### config.mk
export PLATFORM = sky130hd
export DESIGN_NAME = bsrx_config
export DESIGN_NICKNAME = d
export VERILOG_FILES = /design/src/design/bsrx_pkg.sv /design/src/design/bsrx_config.sv
export VERILOG_INCLUDE_DIRS = /design/src /design/src/design
export SDC_FILE = /design/constraint.sdc
export NUM_CORES = 1
export LEC_CHECK = 0
export BUFFER_PORTS_ARGS = -buffer_cell sky130_fd_sc_hd__buf_4
export CORE_MARGIN = 2
export CORE_UTILIZATION = 40
export DETAILED_ROUTE_END_ITERATION = 16
export PLACE_DENSITY = 0.63
export SYNTH_ARGS = -nofsm -noshare
export SYNTH_HDL_FRONTEND = slang
export SYNTH_SLANG_ARGS = --single-unit
### constraint.sdc
create_clock -name clk_sys_i -period 3.4 [get_ports clk_sys_i]
set_input_delay 0.17 -clock clk_sys_i [delete_from_list [all_inputs] [get_ports clk_sys_i]]
set_output_delay 0.17 -clock clk_sys_i [all_outputs]
set_load 0.1 [all_outputs]
### src/design/bsrx_defines.svh
`ifndef BSRX_DEFINES_SVH
`define BSRX_DEFINES_SVH
`define BSRX_ADDR_RATE     6'h04
`define BSRX_ADDR_CFG      6'h05
`define BSRX_ADDR_FRAME    6'h06
`define BSRX_ADDR_RXEN     6'h07
`define BSRX_ADDR_RXSTAT   6'h08
`define BSRX_ADDR_DATA_A   6'h09
`define BSRX_ADDR_VALID_A  6'h0A
`define BSRX_ADDR_DATA_B   6'h0B
`define BSRX_ADDR_VALID_B  6'h0C
`define BSRX_RST_RATE      8'h00
`define BSRX_RST_CFG       8'h01
`define BSRX_RST_FRAME     8'h03
`define BSRX_RST_RXEN      8'h00
`define BSRX_MASK_RATE     8'h07
`define BSRX_MASK_CFG      8'h1B
`define BSRX_MASK_FRAME    8'h0F
`define BSRX_BIT_CODEW     2
`define BSRX_BIT_DRATE     1
`define BSRX_BIT_SRATE     0
`define BSRX_BIT_RXINV     4
`define BSRX_BIT_TXINV     3
`define BSRX_BIT_SERDES    3
`define BSRX_ST_FULL       0
`define BSRX_ST_EOF        1
`define BSRX_ST_FLOW       2
`define BSRX_ST_VALID      3
`define BSRX_EN_UFLOW      3
`endif

### src/design/bsrx_pkg.sv
package bsrx_pkg;
  typedef enum logic [1:0] {
    BSRX_IRQ_CMOS_LOW  = 2'h0,
    BSRX_IRQ_CMOS_HIGH = 2'h1,
    BSRX_IRQ_OPEN_SRC  = 2'h2,
    BSRX_IRQ_OPEN_DRN  = 2'h3
  } bsrx_irq_drive_type;
  typedef enum logic [2:0] {
    BSRX_MODE_64    = 3'h1,
    BSRX_MODE_32DDR = 3'h2,
    BSRX_MODE_32NRM = 3'h4
  } bsrx_mode_type;
endpackage : bsrx_pkg

### src/design/bsrx_config.sv
`include "bsrx_defines.svh"

module bsrx_config
  import bsrx_pkg::*;
(
  input  wire logic       clk_sys_i,
  input  wire logic       rstn_i,
  input  wire logic [5:0] addr_i,
  input  wire logic [7:0] wdata_i,
  input  wire logic       wr_i,
  input  wire logic       rd_i,
  output logic      [7:0] rdata_o,
  input  wire logic       rx_enable_i,
  input  wire logic [1:0] bit_valid_i,
  input  wire logic [1:0] bit_data_i,
  input  wire logic       bit_tick_i,
  input  wire logic       tx_bit_i,
  output logic            tx_bit_o,
  output logic            code_32_o,
  output logic            double_rate_o,
  output logic            oversample_12_o,
  output logic            dual_code_o,
  output logic            split_code_o,
  output logic            byte_mode_o,
  input  wire logic       serial_data_pin_i,
  input  wire logic       serial_data_valid_pin_i,
  output logic            serial_rx_data_o,
  output logic            serial_rx_valid_o,
  output logic            irq_o,
  output logic            irq_oe_o
);

  ////////////////////////////////////////////////////////////////////////
  // control registers
  logic [7:0] rate_q;
  logic [7:0] cfg_q;
  logic [7:0] frame_q;
  logic [7:0] rxen_q;

  // reserved bits are dropped on write so they always read zero
  always_ff @(posedge clk_sys_i or negedge rstn_i) begin
    if (!rstn_i) begin
      rate_q  <= `BSRX_RST_RATE;
      cfg_q   <= `BSRX_RST_CFG;
      frame_q <= `BSRX_RST_FRAME;
      rxen_q  <= `BSRX_RST_RXEN;
    end else if (wr_i) begin
      if (addr_i == `BSRX_ADDR_RATE) begin
        rate_q <= wdata_i & `BSRX_MASK_RATE;
      end else if (addr_i == `BSRX_ADDR_CFG) begin
        cfg_q <= wdata_i & `BSRX_MASK_CFG;
      end else if (addr_i == `BSRX_ADDR_FRAME) begin
        frame_q <= wdata_i & `BSRX_MASK_FRAME;
      end else if (addr_i == `BSRX_ADDR_RXEN) begin
        rxen_q <= wdata_i;
      end
    end
  end

  ////////////////////////////////////////////////////////////////////////
  // rate decode; patterns without the code width bit give 64-chip, double rate wins over 12x
  bsrx_mode_type mode;
  always_comb begin
    if (!rate_q[`BSRX_BIT_CODEW]) begin
      mode = BSRX_MODE_64;
    end else if (rate_q[`BSRX_BIT_DRATE]) begin
      mode = BSRX_MODE_32DDR;
    end else begin
      mode = BSRX_MODE_32NRM;
    end
  end

  assign code_32_o       = (mode != BSRX_MODE_64);
  assign double_rate_o   = (mode == BSRX_MODE_32DDR);
  assign split_code_o    = double_rate_o;
  // 12x only honoured at normal 32-chip rate, and it costs the second code
  assign oversample_12_o = (mode == BSRX_MODE_32NRM) && rate_q[`BSRX_BIT_SRATE];
  assign dual_code_o     = (mode == BSRX_MODE_32NRM) && !rate_q[`BSRX_BIT_SRATE];
  assign byte_mode_o     = frame_q[`BSRX_BIT_SERDES];

  ////////////////////////////////////////////////////////////////////////
  // data inversion
  logic [1:0] rx_bit;
  assign rx_bit   = bit_data_i ^ {2{cfg_q[`BSRX_BIT_RXINV]}};
  assign tx_bit_o = tx_bit_i ^ cfg_q[`BSRX_BIT_TXINV];

  ////////////////////////////////////////////////////////////////////////
  // bit-serial pins pass a two-flop synchroniser whose output drives nothing
  logic [1:0] pin_meta_q;
  logic [1:0] pin_sync_q;
  always_ff @(posedge clk_sys_i or negedge rstn_i) begin
    if (!rstn_i) begin
      pin_meta_q <= 2'h0;
      pin_sync_q <= 2'h0;
    end else begin
      pin_meta_q <= {serial_data_valid_pin_i, serial_data_pin_i};
      pin_sync_q <= pin_meta_q;
    end
  end
  // bit-serial path stays quiet in byte mode
  assign serial_rx_valid_o = !byte_mode_o && rx_enable_i && bit_valid_i[0] && bit_tick_i;
  assign serial_rx_data_o  = rx_bit[0];

  ////////////////////////////////////////////////////////////////////////
  // per-channel byte assembly, end of frame and status
  logic [7:0] data_q  [2];
  logic [7:0] valid_q [2];
  logic [3:0] stat_q  [2];
  logic [1:0] rd_data;

  assign rd_data[0] = rd_i && (addr_i == `BSRX_ADDR_DATA_A);
  assign rd_data[1] = rd_i && (addr_i == `BSRX_ADDR_DATA_B);

  genvar ch;
  generate
    for (ch = 0; ch < 2; ch++) begin : g_chan
      logic [7:0] sh_q;
      logic [2:0] cnt_q;
      logic [2:0] gap_q;
      logic       started_q;
      logic       filled_q;
      logic       vbit;
      logic       byte_done;
      logic       eof;
      logic       load;
      logic       stat_rd;

      assign vbit      = byte_mode_o && rx_enable_i && bit_tick_i && bit_valid_i[ch];
      assign byte_done = vbit && (cnt_q == 3'h7);
      // gap counter reaching the length ends the frame; zero ends at first gap
      assign eof       = byte_mode_o && rx_enable_i && bit_tick_i && !bit_valid_i[ch]
                         && started_q && (gap_q == frame_q[2:0]);
      assign load      = byte_done || (eof && cnt_q != 3'h0);
      assign stat_rd   = rd_i && (addr_i == `BSRX_ADDR_RXSTAT);

      // shift in lsb first, count gaps between valid bits
      always_ff @(posedge clk_sys_i or negedge rstn_i) begin
        if (!rstn_i) begin
          sh_q      <= 8'h00;
          cnt_q     <= 3'h0;
          gap_q     <= 3'h0;
          started_q <= 1'b0;
        end else if (!rx_enable_i || !byte_mode_o) begin
          cnt_q     <= 3'h0;
          gap_q     <= 3'h0;
          started_q <= 1'b0;
        end else if (vbit) begin
          sh_q[cnt_q] <= rx_bit[ch];
          cnt_q       <= cnt_q + 3'h1;
          gap_q       <= 3'h0;
          started_q   <= 1'b1;
        end else if (eof) begin
          cnt_q     <= 3'h0;
          gap_q     <= 3'h0;
          started_q <= 1'b0;
        end else if (bit_tick_i && started_q) begin
          gap_q <= gap_q + 3'h1;
        end
      end

      // data register takes the byte or partial frame
      always_ff @(posedge clk_sys_i or negedge rstn_i) begin
        if (!rstn_i) begin
          data_q[ch]  <= 8'h00;
          valid_q[ch] <= 8'h00;
          filled_q    <= 1'b0;
        end else if (load) begin
          data_q[ch]  <= byte_done ? {rx_bit[ch], sh_q[6:0]} : sh_q;
          valid_q[ch] <= byte_done ? 8'hFF : (8'hFF >> (4'h8 - {1'b0, cnt_q}));
          filled_q    <= 1'b1;
        end else if (rd_data[ch]) begin
          filled_q <= 1'b0;
        end
      end

      // sticky status; a new event wins over the clear by status read
      always_ff @(posedge clk_sys_i or negedge rstn_i) begin
        if (!rstn_i) begin
          stat_q[ch] <= 4'h0;
        end else begin
          stat_q[ch][`BSRX_ST_FULL]  <= load || (stat_q[ch][`BSRX_ST_FULL] && !stat_rd);
          stat_q[ch][`BSRX_ST_EOF]   <= eof || (stat_q[ch][`BSRX_ST_EOF] && !stat_rd);
          stat_q[ch][`BSRX_ST_FLOW]  <= (load && filled_q)
                                        || (rd_data[ch] && !filled_q)
                                        || (stat_q[ch][`BSRX_ST_FLOW] && !stat_rd);
          stat_q[ch][`BSRX_ST_VALID] <= load ? byte_done
                                        : (stat_q[ch][`BSRX_ST_VALID] && !rd_data[ch]);
        end
      end
    end
  endgenerate

  ////////////////////////////////////////////////////////////////////////
  // status view; hidden outside receive mode
  logic [7:0] stat_view;
  logic [7:0] flow_en;
  assign stat_view = rx_enable_i ? {stat_q[1], stat_q[0]} : 8'h00;
  // flow bit covers two enables, underflow and overflow, per channel
  assign flow_en = {1'b0, rxen_q[7] | rxen_q[6], rxen_q[5:4],
                    1'b0, rxen_q[`BSRX_EN_UFLOW] | rxen_q[2], rxen_q[1:0]};

  ////////////////////////////////////////////////////////////////////////
  // interrupt pin with selectable drive
  logic irq_active;
  bsrx_irq_drive_type drive;
  assign irq_active = |(stat_view & flow_en);
  assign drive      = bsrx_irq_drive_type'(cfg_q[1:0]);

  always_comb begin
    case (drive)
      BSRX_IRQ_OPEN_DRN: begin
        irq_o    = 1'b0;
        irq_oe_o = irq_active;
      end
      BSRX_IRQ_OPEN_SRC: begin
        irq_o    = 1'b1;
        irq_oe_o = irq_active;
      end
      BSRX_IRQ_CMOS_HIGH: begin
        irq_o    = irq_active;
        irq_oe_o = 1'b1;
      end
      default: begin
        irq_o    = !irq_active;
        irq_oe_o = 1'b1;
      end
    endcase
  end

  ////////////////////////////////////////////////////////////////////////
  // read data, one cycle after the strobe; unmapped reads give zero
  always_ff @(posedge clk_sys_i or negedge rstn_i) begin
    if (!rstn_i) begin
      rdata_o <= 8'h00;
    end else if (rd_i) begin
      if (addr_i == `BSRX_ADDR_RATE) begin
        rdata_o <= rate_q;
      end else if (addr_i == `BSRX_ADDR_CFG) begin
        rdata_o <= cfg_q;
      end else if (addr_i == `BSRX_ADDR_FRAME) begin
        rdata_o <= frame_q;
      end else if (addr_i == `BSRX_ADDR_RXEN) begin
        rdata_o <= rxen_q;
      end else if (addr_i == `BSRX_ADDR_RXSTAT) begin
        rdata_o <= stat_view;
      end else if (addr_i == `BSRX_ADDR_DATA_A) begin
        rdata_o <= data_q[0];
      end else if (addr_i == `BSRX_ADDR_VALID_A) begin
        rdata_o <= valid_q[0];
      end else if (addr_i == `BSRX_ADDR_DATA_B) begin
        rdata_o <= data_q[1];
      end else if (addr_i == `BSRX_ADDR_VALID_B) begin
        rdata_o <= valid_q[1];
      end else begin
        rdata_o <= 8'h00;
      end
    end
  end

endmodule : bsrx_config

==> results.md, run 1 <==
Yosys:
- The share of synthesized area in the top cell type comes to 0.470.
- The cell area after technology mapping is 5110 µm².
- The most instantiated flip-flop cell in the synthesis netlist is sky130_fd_sc_hd__dfrtp_1.
- The number of synthesized register bits is 99.
- The largest total area in the synthesized netlist belongs to sky130_fd_sc_hd__dfrtp_1.
- In this run, synthesis inferred 0 flip-flops with an integrated enable.
- The synthesized area divided by synthesized cell count is 10.6 µm².
- The async set-or-reset flop fraction in the synthesized netlist is 1.00.
- Synthesis produced a netlist with a net count of 524.
- The count of synthesis-stage warnings from yosys is 0.
- The sequential area share after synthesis is 0.485.
- Sorting the synthesized cells by area gives the leading types as sky130_fd_sc_hd__dfrtp_1 (47%), sky130_fd_sc_hd__mux2_2 (11%), sky130_fd_sc_hd__nand2_1 (4.4%).
- By count the netlist is led by sky130_fd_sc_hd__dfrtp_1 (96), sky130_fd_sc_hd__nand2_1 (60), sky130_fd_sc_hd__mux2_2 (49).
- In the synthesized netlist, the number of instances is 481.
- The most common cell in the synthesized netlist is sky130_fd_sc_hd__dfrtp_1.
- The number of distinct library cell variants in the gate-level netlist after synthesis is 55.

Floorplan:
- The die area is 13700 µm².
- The number of placement rows is 41.
- The core area is 12600 µm².
- The number of top-level pins is 46.
- The initial core utilization is 0.407.
- The width of the die is 117 µm.
- The die is 117 µm tall.

Global routing:
- The first global-routing pass estimated 19800 µm of wire.
- Entering global routing, the biggest net connects 89 pins.
- The total grt overflow is 0.
- The initial antenna violation count is 0.
- The total global routing track utilization is 0.191.
- The number of global-route vias before repair is 3726.

Clocking:
- In this run, post-CTS hold repair placed 0 buffers.
- The post-CTS setup repair buffer count is 0.
- At the later pin of the worst-skew pair, clock insertion delay measures 0.34 ns.
- The tree is rooted in a sky130_fd_sc_hd__clkbuf_16.
- TritonCTS created 9 clock buffers.
- Clock tree synthesis found a total of 99 sinks.
- After clock tree synthesis, the clock-pin slew on the worst setup and hold paths is 0.06 ns.
- Gates resized during post-CTS repair numbered 0.
- The buffer levels on the longest clock path is 2.
- TritonCTS built the clock tree.
- The clock tree synthesis step divided the H-tree into 3 levels.

Drt:
- Dividing the detail-routed wire length by the instance count gives 17.7 µm.
- Summed over all layers, the routed wires come to 12300 µm.
- The DRC violation count after routing is 0.
- The count of nets left with antenna violations once routing finished came out at 0.
- The pre-antenna-repair detailed-routing pass consisted of 5 iterations.
- The first routing iteration left 313 violations.
- Summing over every cut layer, the via total after detailed routing is 3857.
- The mean number of vias per cell is 5.57.

Worst setup path:
- The flop-to-flop setup slack is 1.10 ns.
- In this run the worst setup path terminates at data_q[8].
- In this run the worst setup path begins at g_chan[0].cnt_q[1].
- The end of the worst register-to-register path is data_q[8].
- The critical path is of the register to register type.
- The required time at the endpoint of the critical path is 3.62 ns.
- STA classifies the critical path startpoint as a register.
- The worst path arrival time is 2.53 ns.
- Of all nets on the critical path, the largest fanout is 19.
- The launch instance of the worst register-to-register path is g_chan[0].cnt_q[1].
- The worst register-to-register path has a depth of 7.
- STA classifies the critical path endpoint as a register.

Timing:
- In this run the tightest slew margin relative to its limit is 0.254.
- In the finished design, the share of the clock period the worst path needs comes to 0.677.
- Setup repair after global routing left no endpoint under its margin.
- Setup violations remaining at the end of the flow were counted as 0.
- The highest clock rate is 434 MHz.
- The slew at the pin closest to its max-slew limit is 1.12 ns.
- The final max-slew violation count is 0.
- The final number of hold-violating endpoints was 0.
- The final setup TNS is 0 ns.
- The minimum clock period is 2.30 ns.
- The minimum setup slack in the final design is 1.10 ns.
- The clock arrives with 0.00756 ns of skew.

Placed design:
- The final weighted congestion of routability-driven global placement is 0.841.
- Buffers placed on the I/O ports in this run total 43.
- The estimated wirelength of the detail-placed design is 8790 µm.
- OpenSTA, run right after detailed placement, puts the worst setup slack at 1.13 ns.

Run:
- The number of maximum-capacitance violations is 0.

Pwr:
- For this design the static power due to leakage is 2.74 nW.
- The power density normalized to cell area is 460 nW/µm².
- The largest vdd supply drop is 0.212 mV.

Layout:
- Fill cells in the final layout number 1188.
- The proportion of layout cells with a drive suffix above 1 is 0.238.
- The total inserted antenna cells is 0.
- The area of the multi-input gates is 2430 µm².
- The total number of nets in the final design is 559.
- The sequential cell area in the final layout is 2480 µm².
- The synthesis-to-layout area growth is 13.9%.
- The share of the core filled with cells in the final layout is 0.463.

Hold path:
- The worst hold path class is input pin to async pin.

Status:
- The flow ran to the end, and the final reports show no timing, DRC or antenna violations.
[worst max-delay path: stages (launching register included)]
cell                      delay [ns]
sky130_fd_sc_hd__dfrtp_1        0.47
sky130_fd_sc_hd__inv_1          0.15
sky130_fd_sc_hd__ha_1           0.24
sky130_fd_sc_hd__ha_1           0.18
sky130_fd_sc_hd__or3_1          0.36
sky130_fd_sc_hd__buf_4          0.20
sky130_fd_sc_hd__nand2_2        0.21
sky130_fd_sc_hd__mux2_2         0.36
[cells by family (layout without fill, tap and decap cells)]
logic type	Yosys count	in the layout	share of synthesized area
xor gates and xnor gates	14	14	0.0240
buffers and inverters	38	77	0.0413
AOI/OAI and AO/OA	101	101	0.133
DFF	99	99	0.485
adders and majority gates	16	16	0.0391
muxes	55	55	0.125
and+or+nand+nor	158	158	0.153
[routing by layer]
metal	GRT usage	wire length, µm	vias up
li1	-	-	1813
met3	0.0257	661	37
met2	0.292	5420	153
met5	0	0	-
met1	0.272	5750	1854
met4	0.0855	422	0
[worst min path at each step]
stage,endpoint,start,cells past startpoint
2_1_floorplan,cfg_q[1],rstn_i,0
3_3_place_gp,rxen_q[5],wdata_i[5],2
3_5_place_dp,rxen_q[7],wdata_i[7],2
4_1_cts,rxen_q[5],wdata_i[5],2
5_1_grt,rxen_q[7],wdata_i[7],2
6_report,rxen_q[4],rstn_i,1
[power by group]
group          internal, mW  total, mW  switching [mW]
Clock                 0.550      0.971           0.421
Combinational         0.125      0.417           0.292
Sequential             1.23       1.29          0.0601
[state kept, by name, summed over array words and instances (netlist names)]
register and count:
data_q 16, g_chan.sh_q 16, valid_q 16, rdata_o 8, rxen_q 8, stat_q 8
g_chan.cnt_q 6, g_chan.gap_q 6, cfg_q 4, frame_q 4, rate_q 3, g_chan.filled_q 2
g_chan.started_q 2
[cells in the final DEF, fill, tap and decap left out, types with 3 or more instances in the layout]
master	count
sky130_fd_sc_hd__a21o_1	9
sky130_fd_sc_hd__a21oi_1	20
sky130_fd_sc_hd__a221o_1	3
sky130_fd_sc_hd__a22oi_1	4
sky130_fd_sc_hd__a31oi_1	4
sky130_fd_sc_hd__a32o_1	3
sky130_fd_sc_hd__a32oi_1	3
sky130_fd_sc_hd__and2_1	6
sky130_fd_sc_hd__and3_1	4
sky130_fd_sc_hd__buf_4	48
sky130_fd_sc_hd__clkbuf_16	9
sky130_fd_sc_hd__clkbuf_8	3
sky130_fd_sc_hd__dfrtp_1	96
sky130_fd_sc_hd__dfstp_2	3
sky130_fd_sc_hd__ha_1	16
sky130_fd_sc_hd__inv_1	14
sky130_fd_sc_hd__mux2_2	49
sky130_fd_sc_hd__nand2_1	60
sky130_fd_sc_hd__nand2b_1	6
sky130_fd_sc_hd__nand3_1	24
sky130_fd_sc_hd__nand4_1	4
sky130_fd_sc_hd__nor2_1	22
sky130_fd_sc_hd__nor2b_1	9
sky130_fd_sc_hd__nor3_1	8
sky130_fd_sc_hd__o211ai_1	9
sky130_fd_sc_hd__o21ai_0	20
sky130_fd_sc_hd__o22ai_1	7
sky130_fd_sc_hd__o311ai_0	9
sky130_fd_sc_hd__xnor2_1	4
sky130_fd_sc_hd__xor2_1	10
[cell type report]
type	instances	area share
inverters	14	0.00902
repair buffers	48	0.0619
multi-input cells	344	0.418
well taps	172	0.0369
clock inverters	2	0.00172
clock buffers	13	0.0464
flip-flops and latches	99	0.426
[per-stage QoR]
| stage | cells | instance area [µm²] | hold slack, ns | total power, mW |
|---|---|---|---|---|
| 2_1_floorplan | 481 | 5110 | -0.126 | 1.59 |
| 3_3_place_gp | 677 | 5540 | 0.407 | 1.72 |
| 3_5_place_dp | 677 | 5540 | 0.410 | 1.73 |
| 5_1_grt | 692 | 5820 | 0.0725 | 2.78 |
| 4_1_cts | 692 | 5820 | 0.0628 | 2.69 |
| 6_report | 692 | 5820 | 0.0528 | 2.68 |
Power figures use the tool's default switching activity.
==> run 2, diff against run 1 <==
==> constraint.sdc (replaced) <==
create_clock -name clk_sys_i -period 2.15 [get_ports clk_sys_i]
set_input_delay 0.1075 -clock clk_sys_i [delete_from_list [all_inputs] [get_ports clk_sys_i]]
set_output_delay 0.1075 -clock clk_sys_i [all_outputs]
set_load 0.1 [all_outputs]
==> results.md, run 2 (synthesized netlist as in run 1, its figures left out) <==
Worst setup path:
- The endpoint class of the critical path is a register (unchanged).
- The flop-to-flop setup slack came to 0.15 ns (was 1.10 ns).
- The launch instance of the worst register-to-register path is g_chan[0].cnt_q[0] (was g_chan[0].cnt_q[1]).
- The worst path arrival time is 2.23 ns (was 2.53 ns).
- The depth of the most critical reg-to-reg path came to 6 (was 7).
- The required time at the endpoint of the critical path is 2.37 ns (was 3.62 ns).
- The classification of the worst setup path was register to register (unchanged).
- The end of the worst register-to-register path is data_q[8] (unchanged).
- The kind of launch point of the worst setup path is a register (unchanged).
- The largest fanout of any net on the critical path is 10 (was 19).

Pwr:
- The power density normalized to cell area is 703 nW/µm² (was 460 nW/µm²).
- The proportion of power drawn by the clock network came to 0.349 (was 0.363).
- The combinational fraction of design power is 0.164 (was 0.156).
- The part of the total power dissipated in sequential elements is 0.488 (was 0.482).
- The cell-internal power came to 2.97 mW (was 1.91 mW).
- The largest vdd supply drop came to 0.371 mV (was 0.212 mV).
- The leakage power is 2.81 nW (was 2.74 nW).
- The switching power was 1.22 mW (was 0.774 mW).
- The switching fraction of total power was 0.292 (was 0.289).

Hold path:
- The worst hold path startpoint is wdata_i[7].
- The end point of the worst hold path is rxen_q[7].
- The worst hold path passes through 2 cells.
- The worst hold path class is input pin to register (was input pin to async pin).

Timing:
- The slew at the pin closest to its max-slew limit was 0.630 ns (was 1.12 ns).
- Unrepaired setup endpoints after global routing: false (unchanged).
- The minimum setup slack in the final design is 0.146 ns (was 1.10 ns).
- The final number of hold-violating endpoints is 0 (unchanged).
- The highest clock rate is 499 MHz (was 434 MHz).
- The final clock skew is 0.00619 ns (was 0.00756 ns).
- The worst relative slew slack is 0.578 (was 0.254).
- The final max-slew violation count is 0 (unchanged).
- The part of the cycle the worst path needs is 0.932 (was 0.677).
- The final setup TNS was 0 ns (unchanged).
- The minimum clock period is 2.00 ns (was 2.30 ns).
- The setup-violating endpoint count in the final report is 0 (unchanged).

Global routing:
- The wire length of the first global-routing pass is 20800 µm (was 19800 µm).
- The total global routing track utilization is 0.201 (was 0.191).
- The maximum number of pins on one net before global-route repair was 61 (was 89).
- The initial antenna violation count is 0 (unchanged).
- The total grt overflow is 0 (unchanged).
- The number of global-route vias before repair is 3901 (was 3726).

Clocking:
- The clock tree from TritonCTS is done (unchanged).
- The total clock buffers created by CTS came to 9 (unchanged).
- The CTS root buffer is sky130_fd_sc_hd__clkbuf_16 (unchanged).
- The buffer levels on the longest clock path was 2 (unchanged).
- The post-CTS setup repair buffer count is 0 (unchanged).
- The latest clock arrival within the worst-skew pair was 0.34 ns (about the same).
- The CTS clock-pin slew for the worst setup and hold paths was 0.06 ns (about the same).
- The number of H-tree levels is 3 (unchanged).
- The clock sink count is 99 (unchanged).

Drt:
- The DRC violation count after routing is 0 (unchanged).
- The first-pass iteration count of the detailed router is 5 (unchanged).
- The vias after detailed routing is 3946 (was 3857).
- The met3 wire length is 838 µm (was 661 µm).
- The post-route met1 wirelength is 5850 µm (was 5750 µm).
- The sum of met2 wire segment lengths after detailed routing is 6050 µm (was 5420 µm).
- The mean number of vias per cell is 5.59 (was 5.57).
- The detailed-route wire length is 12900 µm (was 12300 µm).
- The per-cell routed wire length is 18.3 µm (was 17.7 µm).
- The number of violations reported at the end of detailed-routing iteration 0 is 376 (was 313).
- The number of antenna-violating nets in the routed design is 0 (unchanged).
- The highest metal layer with signal wires is met4 (unchanged).

Layout:
- The leading cell type in the layout, fill and taps excluded is sky130_fd_sc_hd__dfrtp_1 (unchanged).
- Biggest regs: data_q: 16 flops, g_chan.sh_q: 16 flops, valid_q: 16 flops (unchanged).
- The synthesis-to-layout area growth was 16.4% (was 13.9%).
- Commonest cells after routing, fill and taps aside: sky130_fd_sc_hd__dfrtp_1 (95), sky130_fd_sc_hd__nand2_1 (60), sky130_fd_sc_hd__buf_4 (58), sky130_fd_sc_hd__mux2_2 (49), sky130_fd_sc_hd__nand3_1 (24) (was sky130_fd_sc_hd__dfrtp_1 (96), sky130_fd_sc_hd__nand2_1 (60), sky130_fd_sc_hd__mux2_2 (49), sky130_fd_sc_hd__buf_4 (48), sky130_fd_sc_hd__nand3_1 (24)).
- The total number of nets in the final design came to 573 (was 559).
- The total inserted antenna cells is 0 (unchanged).
- The proportion of layout cells with a drive suffix above 1 came to 0.258 (was 0.238).

Floorplan:
- The number of top-level pins came to 46 (unchanged).
- The overall die height is 117 µm (unchanged).
- The core area is 12600 µm² (unchanged).
- The width of the die is 117 µm (unchanged).
- The die area is 13700 µm² (unchanged).
- The number of placement rows is 41 (unchanged).
- The initial core utilization is 0.407 (unchanged).

Status:
- Outcome: complete, no violations (unchanged).

Placed design:
- The estimated wirelength of the detail-placed design came to 9570 µm (was 8790 µm).
- The worst slack at placement is 0.167 ns (was 1.13 ns).
- The count of buffers from port buffering is 43 (unchanged).
- The final weighted congestion of routability-driven global placement is 0.900 (was 0.841).

Run:
- The number of maximum-capacitance violations is 0 (unchanged).
run 2: cell count changes in the layout (fill, tap and decap cells not counted), sizes merged:
cell         previous run  this run
clkbuf                 13        12
clkinv                  2         3
dlygate4sd3             0         3
buf                    48        59
run 2: worst max-delay path by stage:
stage,startpoint,endpoint,slack [ns],cells after the start
final,g_chan[0].cnt_q[0],data_q[8],0.15,6
after global routing,frame_q[2],valid_q[7],0.03,5
after CTS,rxen_q[7],irq_o,0.13,6
after detailed placement,g_chan[0].cnt_q[1],data_q[8],0.17,6
after global placement,g_chan[0].cnt_q[1],data_q[9],0.22,6
after floorplan,g_chan[0].cnt_q[1],data_q[10],0.09,7
run 2: area by class of cell:
cell class,count,area (µm²)
multi-input cells,344,2450
clock buffers,12,246
inverters,14,52.6
flip-flops and latches,99,2480
well taps,172,215
repair buffers,62,485
clock inverters,3,15.0
fillers,1169,6610
run 2: per-layer routing:
| layer | GRT usage | vias up |
|---|---|---|
| li1 | - | 1835 |
| met1 | 0.287 | 1945 |
| met2 | 0.316 | 147 |
| met3 | 0.0376 | 19 |
| met4 | 0.0573 | 0 |
| met5 | 0 | - |
run 2: worst max-delay path, stage by stage, from the launching register on:
cell and delay [ns]:
sky130_fd_sc_hd__dfrtp_1 0.36, sky130_fd_sc_hd__inv_1 0.08, sky130_fd_sc_hd__ha_1 0.25, sky130_fd_sc_hd__ha_1 0.19, sky130_fd_sc_hd__or3_1 0.41, sky130_fd_sc_hd__nand2_2 0.23, sky130_fd_sc_hd__mux2_2 0.37
run 2: metrics by stage:
| stage | instances | power [mW] | area [µm²] | util | hold WS (ns) |
|---|---|---|---|---|---|
| 6_report | 706 | 4.19 | 5950 | 0.474 | 0.00387 |
| 5_1_grt | 706 | 4.36 | 5950 | 0.474 | 0.00260 |
| 4_1_cts | 706 | 4.22 | 5950 | 0.474 | 0.00151 |
| 3_5_place_dp | 688 | 2.75 | 5660 | 0.451 | 0.132 |
| 3_3_place_gp | 688 | 2.75 | 5660 | 0.451 | 0.128 |
| 2_1_floorplan | 481 | 2.52 | 5140 | - | -0.188 |
run 2: power groups by stage:
stage                     combinational, mW  clock, mW  sequential, mW
after floorplan                       0.406          0            2.12
after global placement                0.673          0            2.07
after detailed placement              0.681          0            2.07
after CTS                             0.688       1.49            2.04
after global routing                  0.731       1.57            2.05
final                                 0.685       1.46            2.04
run 2: repair_timing:
item,CTS,global route
hold endpoints to repair,98,0
resized for setup,0,1
hold buffers,3,0
setup endpoints to repair,0,1
==> run 3, diff against run 2 <==
--- a/config.mk
+++ b/config.mk
@@ -7,7 +7,6 @@
 export NUM_CORES = 1
 export LEC_CHECK = 0
 export BUFFER_PORTS_ARGS = -buffer_cell sky130_fd_sc_hd__buf_4
-export CORE_MARGIN = 2
 export CORE_UTILIZATION = 40
 export DETAILED_ROUTE_END_ITERATION = 16
 export PLACE_DENSITY = 0.63
==> results.md, run 3 (synthesized netlist as in run 1, its figures left out) <==
Drt:
- The met3 wire length was 734 µm (was 838 µm).
- The DRC violation count after routing is 0 (unchanged).
- The highest metal layer with signal wires is met4 (unchanged).
- The number of violations reported at the end of detailed-routing iteration 0 is 349 (was 376).
- The per-cell routed wire length is 18.5 µm (was 18.3 µm).
- The mean number of vias per cell is 5.63 (was 5.59).
- The post-route met1 wirelength came to 6120 µm (was 5850 µm).
- The detailed-route wire length is 13000 µm (was 12900 µm).
- The number of antenna-violating nets in the routed design was 0 (unchanged).
- The vias after detailed routing is 3964 (was 3946).
- The first-pass iteration count of the detailed router is 5 (unchanged).
- The sum of met2 wire segment lengths after detailed routing is 5810 µm (was 6050 µm).

Placed design:
- The count of buffers from port buffering is 43 (unchanged).
- The worst slack at placement came to 0.131 ns (was 0.167 ns).
- The estimated wirelength of the detail-placed design is 9670 µm (was 9570 µm).
- The final weighted congestion of routability-driven global placement was 0.902 (was 0.900).
- The number of placed cells counting well taps came to 684 (was 688).
- The placed standard-cell area is 5660 µm² (about the same).

Timing:
- The final setup TNS is 0 ns (unchanged).
- The final clock skew is 0.0111 ns (was 0.00619 ns).
- The worst hold margin is 0.0150 ns (was 0.00387 ns).
- The minimum setup slack in the final design is 0.0249 ns (was 0.146 ns).
- The highest clock rate is 471 MHz (was 499 MHz).
- The minimum clock period was 2.13 ns (was 2.00 ns).
- The part of the cycle the worst path needs is 0.988 (was 0.932).
- The worst relative slew slack was 0.553 (was 0.578).
- The final number of hold-violating endpoints is 0 (unchanged).
- The slew at the pin closest to its max-slew limit came to 0.668 ns (was 0.630 ns).
- The setup-violating endpoint count in the final report is 0 (unchanged).
- The final max-slew violation count was 0 (unchanged).
- Unrepaired setup endpoints after global routing: false (unchanged).

Layout:
- The total inserted antenna cells is 0 (unchanged).
- The total number of nets in the final design is 574 (was 573).
- Commonest cells after routing, fill and taps aside: sky130_fd_sc_hd__dfrtp_1 (95), sky130_fd_sc_hd__nand2_1 (60), sky130_fd_sc_hd__buf_4 (58), sky130_fd_sc_hd__mux2_2 (49), sky130_fd_sc_hd__nand3_1 (24) (unchanged).
- The synthesis-to-layout area growth is 16.7% (was 16.4%).
- The number of standard cells in the final layout excluding fillers came to 704 (was 706).
- The share of the core filled with cells in the final layout is 0.487 (was 0.474).
- The proportion of layout cells with a drive suffix above 1 is 0.259 (was 0.258).
- The leading cell type in the layout, fill and taps excluded is sky130_fd_sc_hd__dfrtp_1 (unchanged).
- Biggest regs: data_q: 16 flops, g_chan.sh_q: 16 flops, valid_q: 16 flops (unchanged).
- The final standard cell area without fillers is 5970 µm² (was 5950 µm²).

Clocking:
- The number of H-tree levels is 3 (unchanged).
- The latest clock arrival within the worst-skew pair came to 0.35 ns (was 0.34 ns).
- The buffer levels on the longest clock path came to 2 (unchanged).
- The CTS clock-pin slew for the worst setup and hold paths is 0.07 ns (was 0.06 ns).
- The clock tree from TritonCTS is done (unchanged).
- The clock sink count came to 99 (unchanged).
- The CTS root buffer was sky130_fd_sc_hd__clkbuf_16 (unchanged).
- The total clock buffers created by CTS is 9 (unchanged).

Worst setup path:
- The kind of launch point of the worst setup path is a register (unchanged).
- The launch instance of the worst register-to-register path is frame_q[1] (was g_chan[0].cnt_q[0]).
- The endpoint class of the critical path is an output pin (was register).
- The classification of the worst setup path is register to output pin (was register to register).
- The largest fanout of any net on the critical path is 4 (was 10).
- The worst path arrival time is 2.02 ns (was 2.23 ns).
- The required time at the endpoint of the critical path came to 2.04 ns (was 2.37 ns).
- The flop-to-flop setup slack is 0.18 ns (was 0.15 ns).
- The capturing instance or port of the critical path is irq_o (was data_q[8]).
- The end of the worst register-to-register path is data_q[9] (was data_q[8]).
- The depth of the most critical reg-to-reg path was 5 (was 6).
- The origin of the worst setup path is rxen_q[3] (was g_chan[0].cnt_q[0]).

Pwr:
- The largest vdd supply drop was 0.396 mV (was 0.371 mV).
- The post-route total power came to 4.22 mW (was 4.19 mW).
- The leakage power is 2.81 nW (about the same).
- The power density normalized to cell area is 706 nW/µm² (was 703 nW/µm²).

Floorplan:
- The initial core utilization is 0.417 (was 0.407).
- The core area came to 12300 µm² (was 12600 µm²).
- The die area is 13200 µm² (was 13700 µm²).
- The overall die height is 115 µm (was 117 µm).
- The width of the die is 115 µm (was 117 µm).
- The number of placement rows came to 40 (was 41).
- The number of top-level pins is 46 (unchanged).

Global routing:
- The number of global-route vias before repair is 3884 (was 3901).
- The wire length of the first global-routing pass came to 21100 µm (was 20800 µm).
- The total grt overflow was 0 (unchanged).
- The total global routing track utilization came to 0.214 (was 0.201).
- The initial antenna violation count is 0 (unchanged).
- The maximum number of pins on one net before global-route repair is 45 (was 61).

Run:
- The number of maximum-capacitance violations is 0 (unchanged).

Hold path:
- The worst hold path class was input pin to register (unchanged).
- The worst hold path startpoint is wdata_i[4] (was wdata_i[7]).
- The cell depth of the worst min-delay path is 2 (unchanged).

Status:
- Outcome: complete, no violations (unchanged).
[run 3: cell types whose count changed in the layout (fill, tap and decap cells not counted)]
cell                            change
sky130_fd_sc_hd__o21ai_1            -1
sky130_fd_sc_hd__o311ai_1           +1
sky130_fd_sc_hd__o311ai_0           -1
sky130_fd_sc_hd__clkinv_2           -1
sky130_fd_sc_hd__o21ai_0            +1
sky130_fd_sc_hd__dlygate4sd3_1      +1
sky130_fd_sc_hd__clkinv_4           +1
sky130_fd_sc_hd__clkinvlp_4         +1
[run 3: area by class of cell]
type / instances / area, µm²
flip-flops and latches: 99 / 2480
well taps: 168 / 210
inverters: 14 / 52.6
clock inverters: 4 / 26.3
fillers: 1153 / 6290
repair buffers: 63 / 495
clock buffers: 12 / 246
multi-input cells: 344 / 2450
[run 3: critical path, cell delays in order (launching register included)]
cell	delay, ns
sky130_fd_sc_hd__dfrtp_1	0.44
sky130_fd_sc_hd__o21ai_0	0.38
sky130_fd_sc_hd__nand4_1	0.20
sky130_fd_sc_hd__nand2_1	0.15
sky130_fd_sc_hd__nor2_1	0.07
sky130_fd_sc_hd__xnor2_2	0.12
sky130_fd_sc_hd__buf_4	0.31
[run 3: how the worst min path moves through the flow]
stage,to
finish,cfg_q[4]
global route,cfg_q[4]
CTS,cfg_q[4]
detailed placement,g_chan[0].gap_q[0]
global placement,g_chan[0].gap_q[0]
floorplan,cfg_q[1]
[run 3: routing by layer]
metal  vias to the layer above  GRT usage
met5                         -          0
met4                         0      0.102
met3                        22     0.0337
met2                       139      0.319
met1                      1966      0.305
li1                       1837          -
[run 3: power by group]
group          switching, mW  internal (mW)  leakage, nW
Sequential            0.0947           1.95         1.35
Clock                  0.671          0.815        0.133
Combinational          0.473          0.216         1.33
[run 3: repair_timing]
| item | 4_1_cts | 5_1_grt |
|---|---|---|
| hold buffers | 4 | 0 |
| resized for setup | 0 | 1 |
| endpoints found under the hold margin | 61 | 0 |
| buffers inserted | 0 | 0 |
| endpoints found under the setup margin | 0 | 1 |
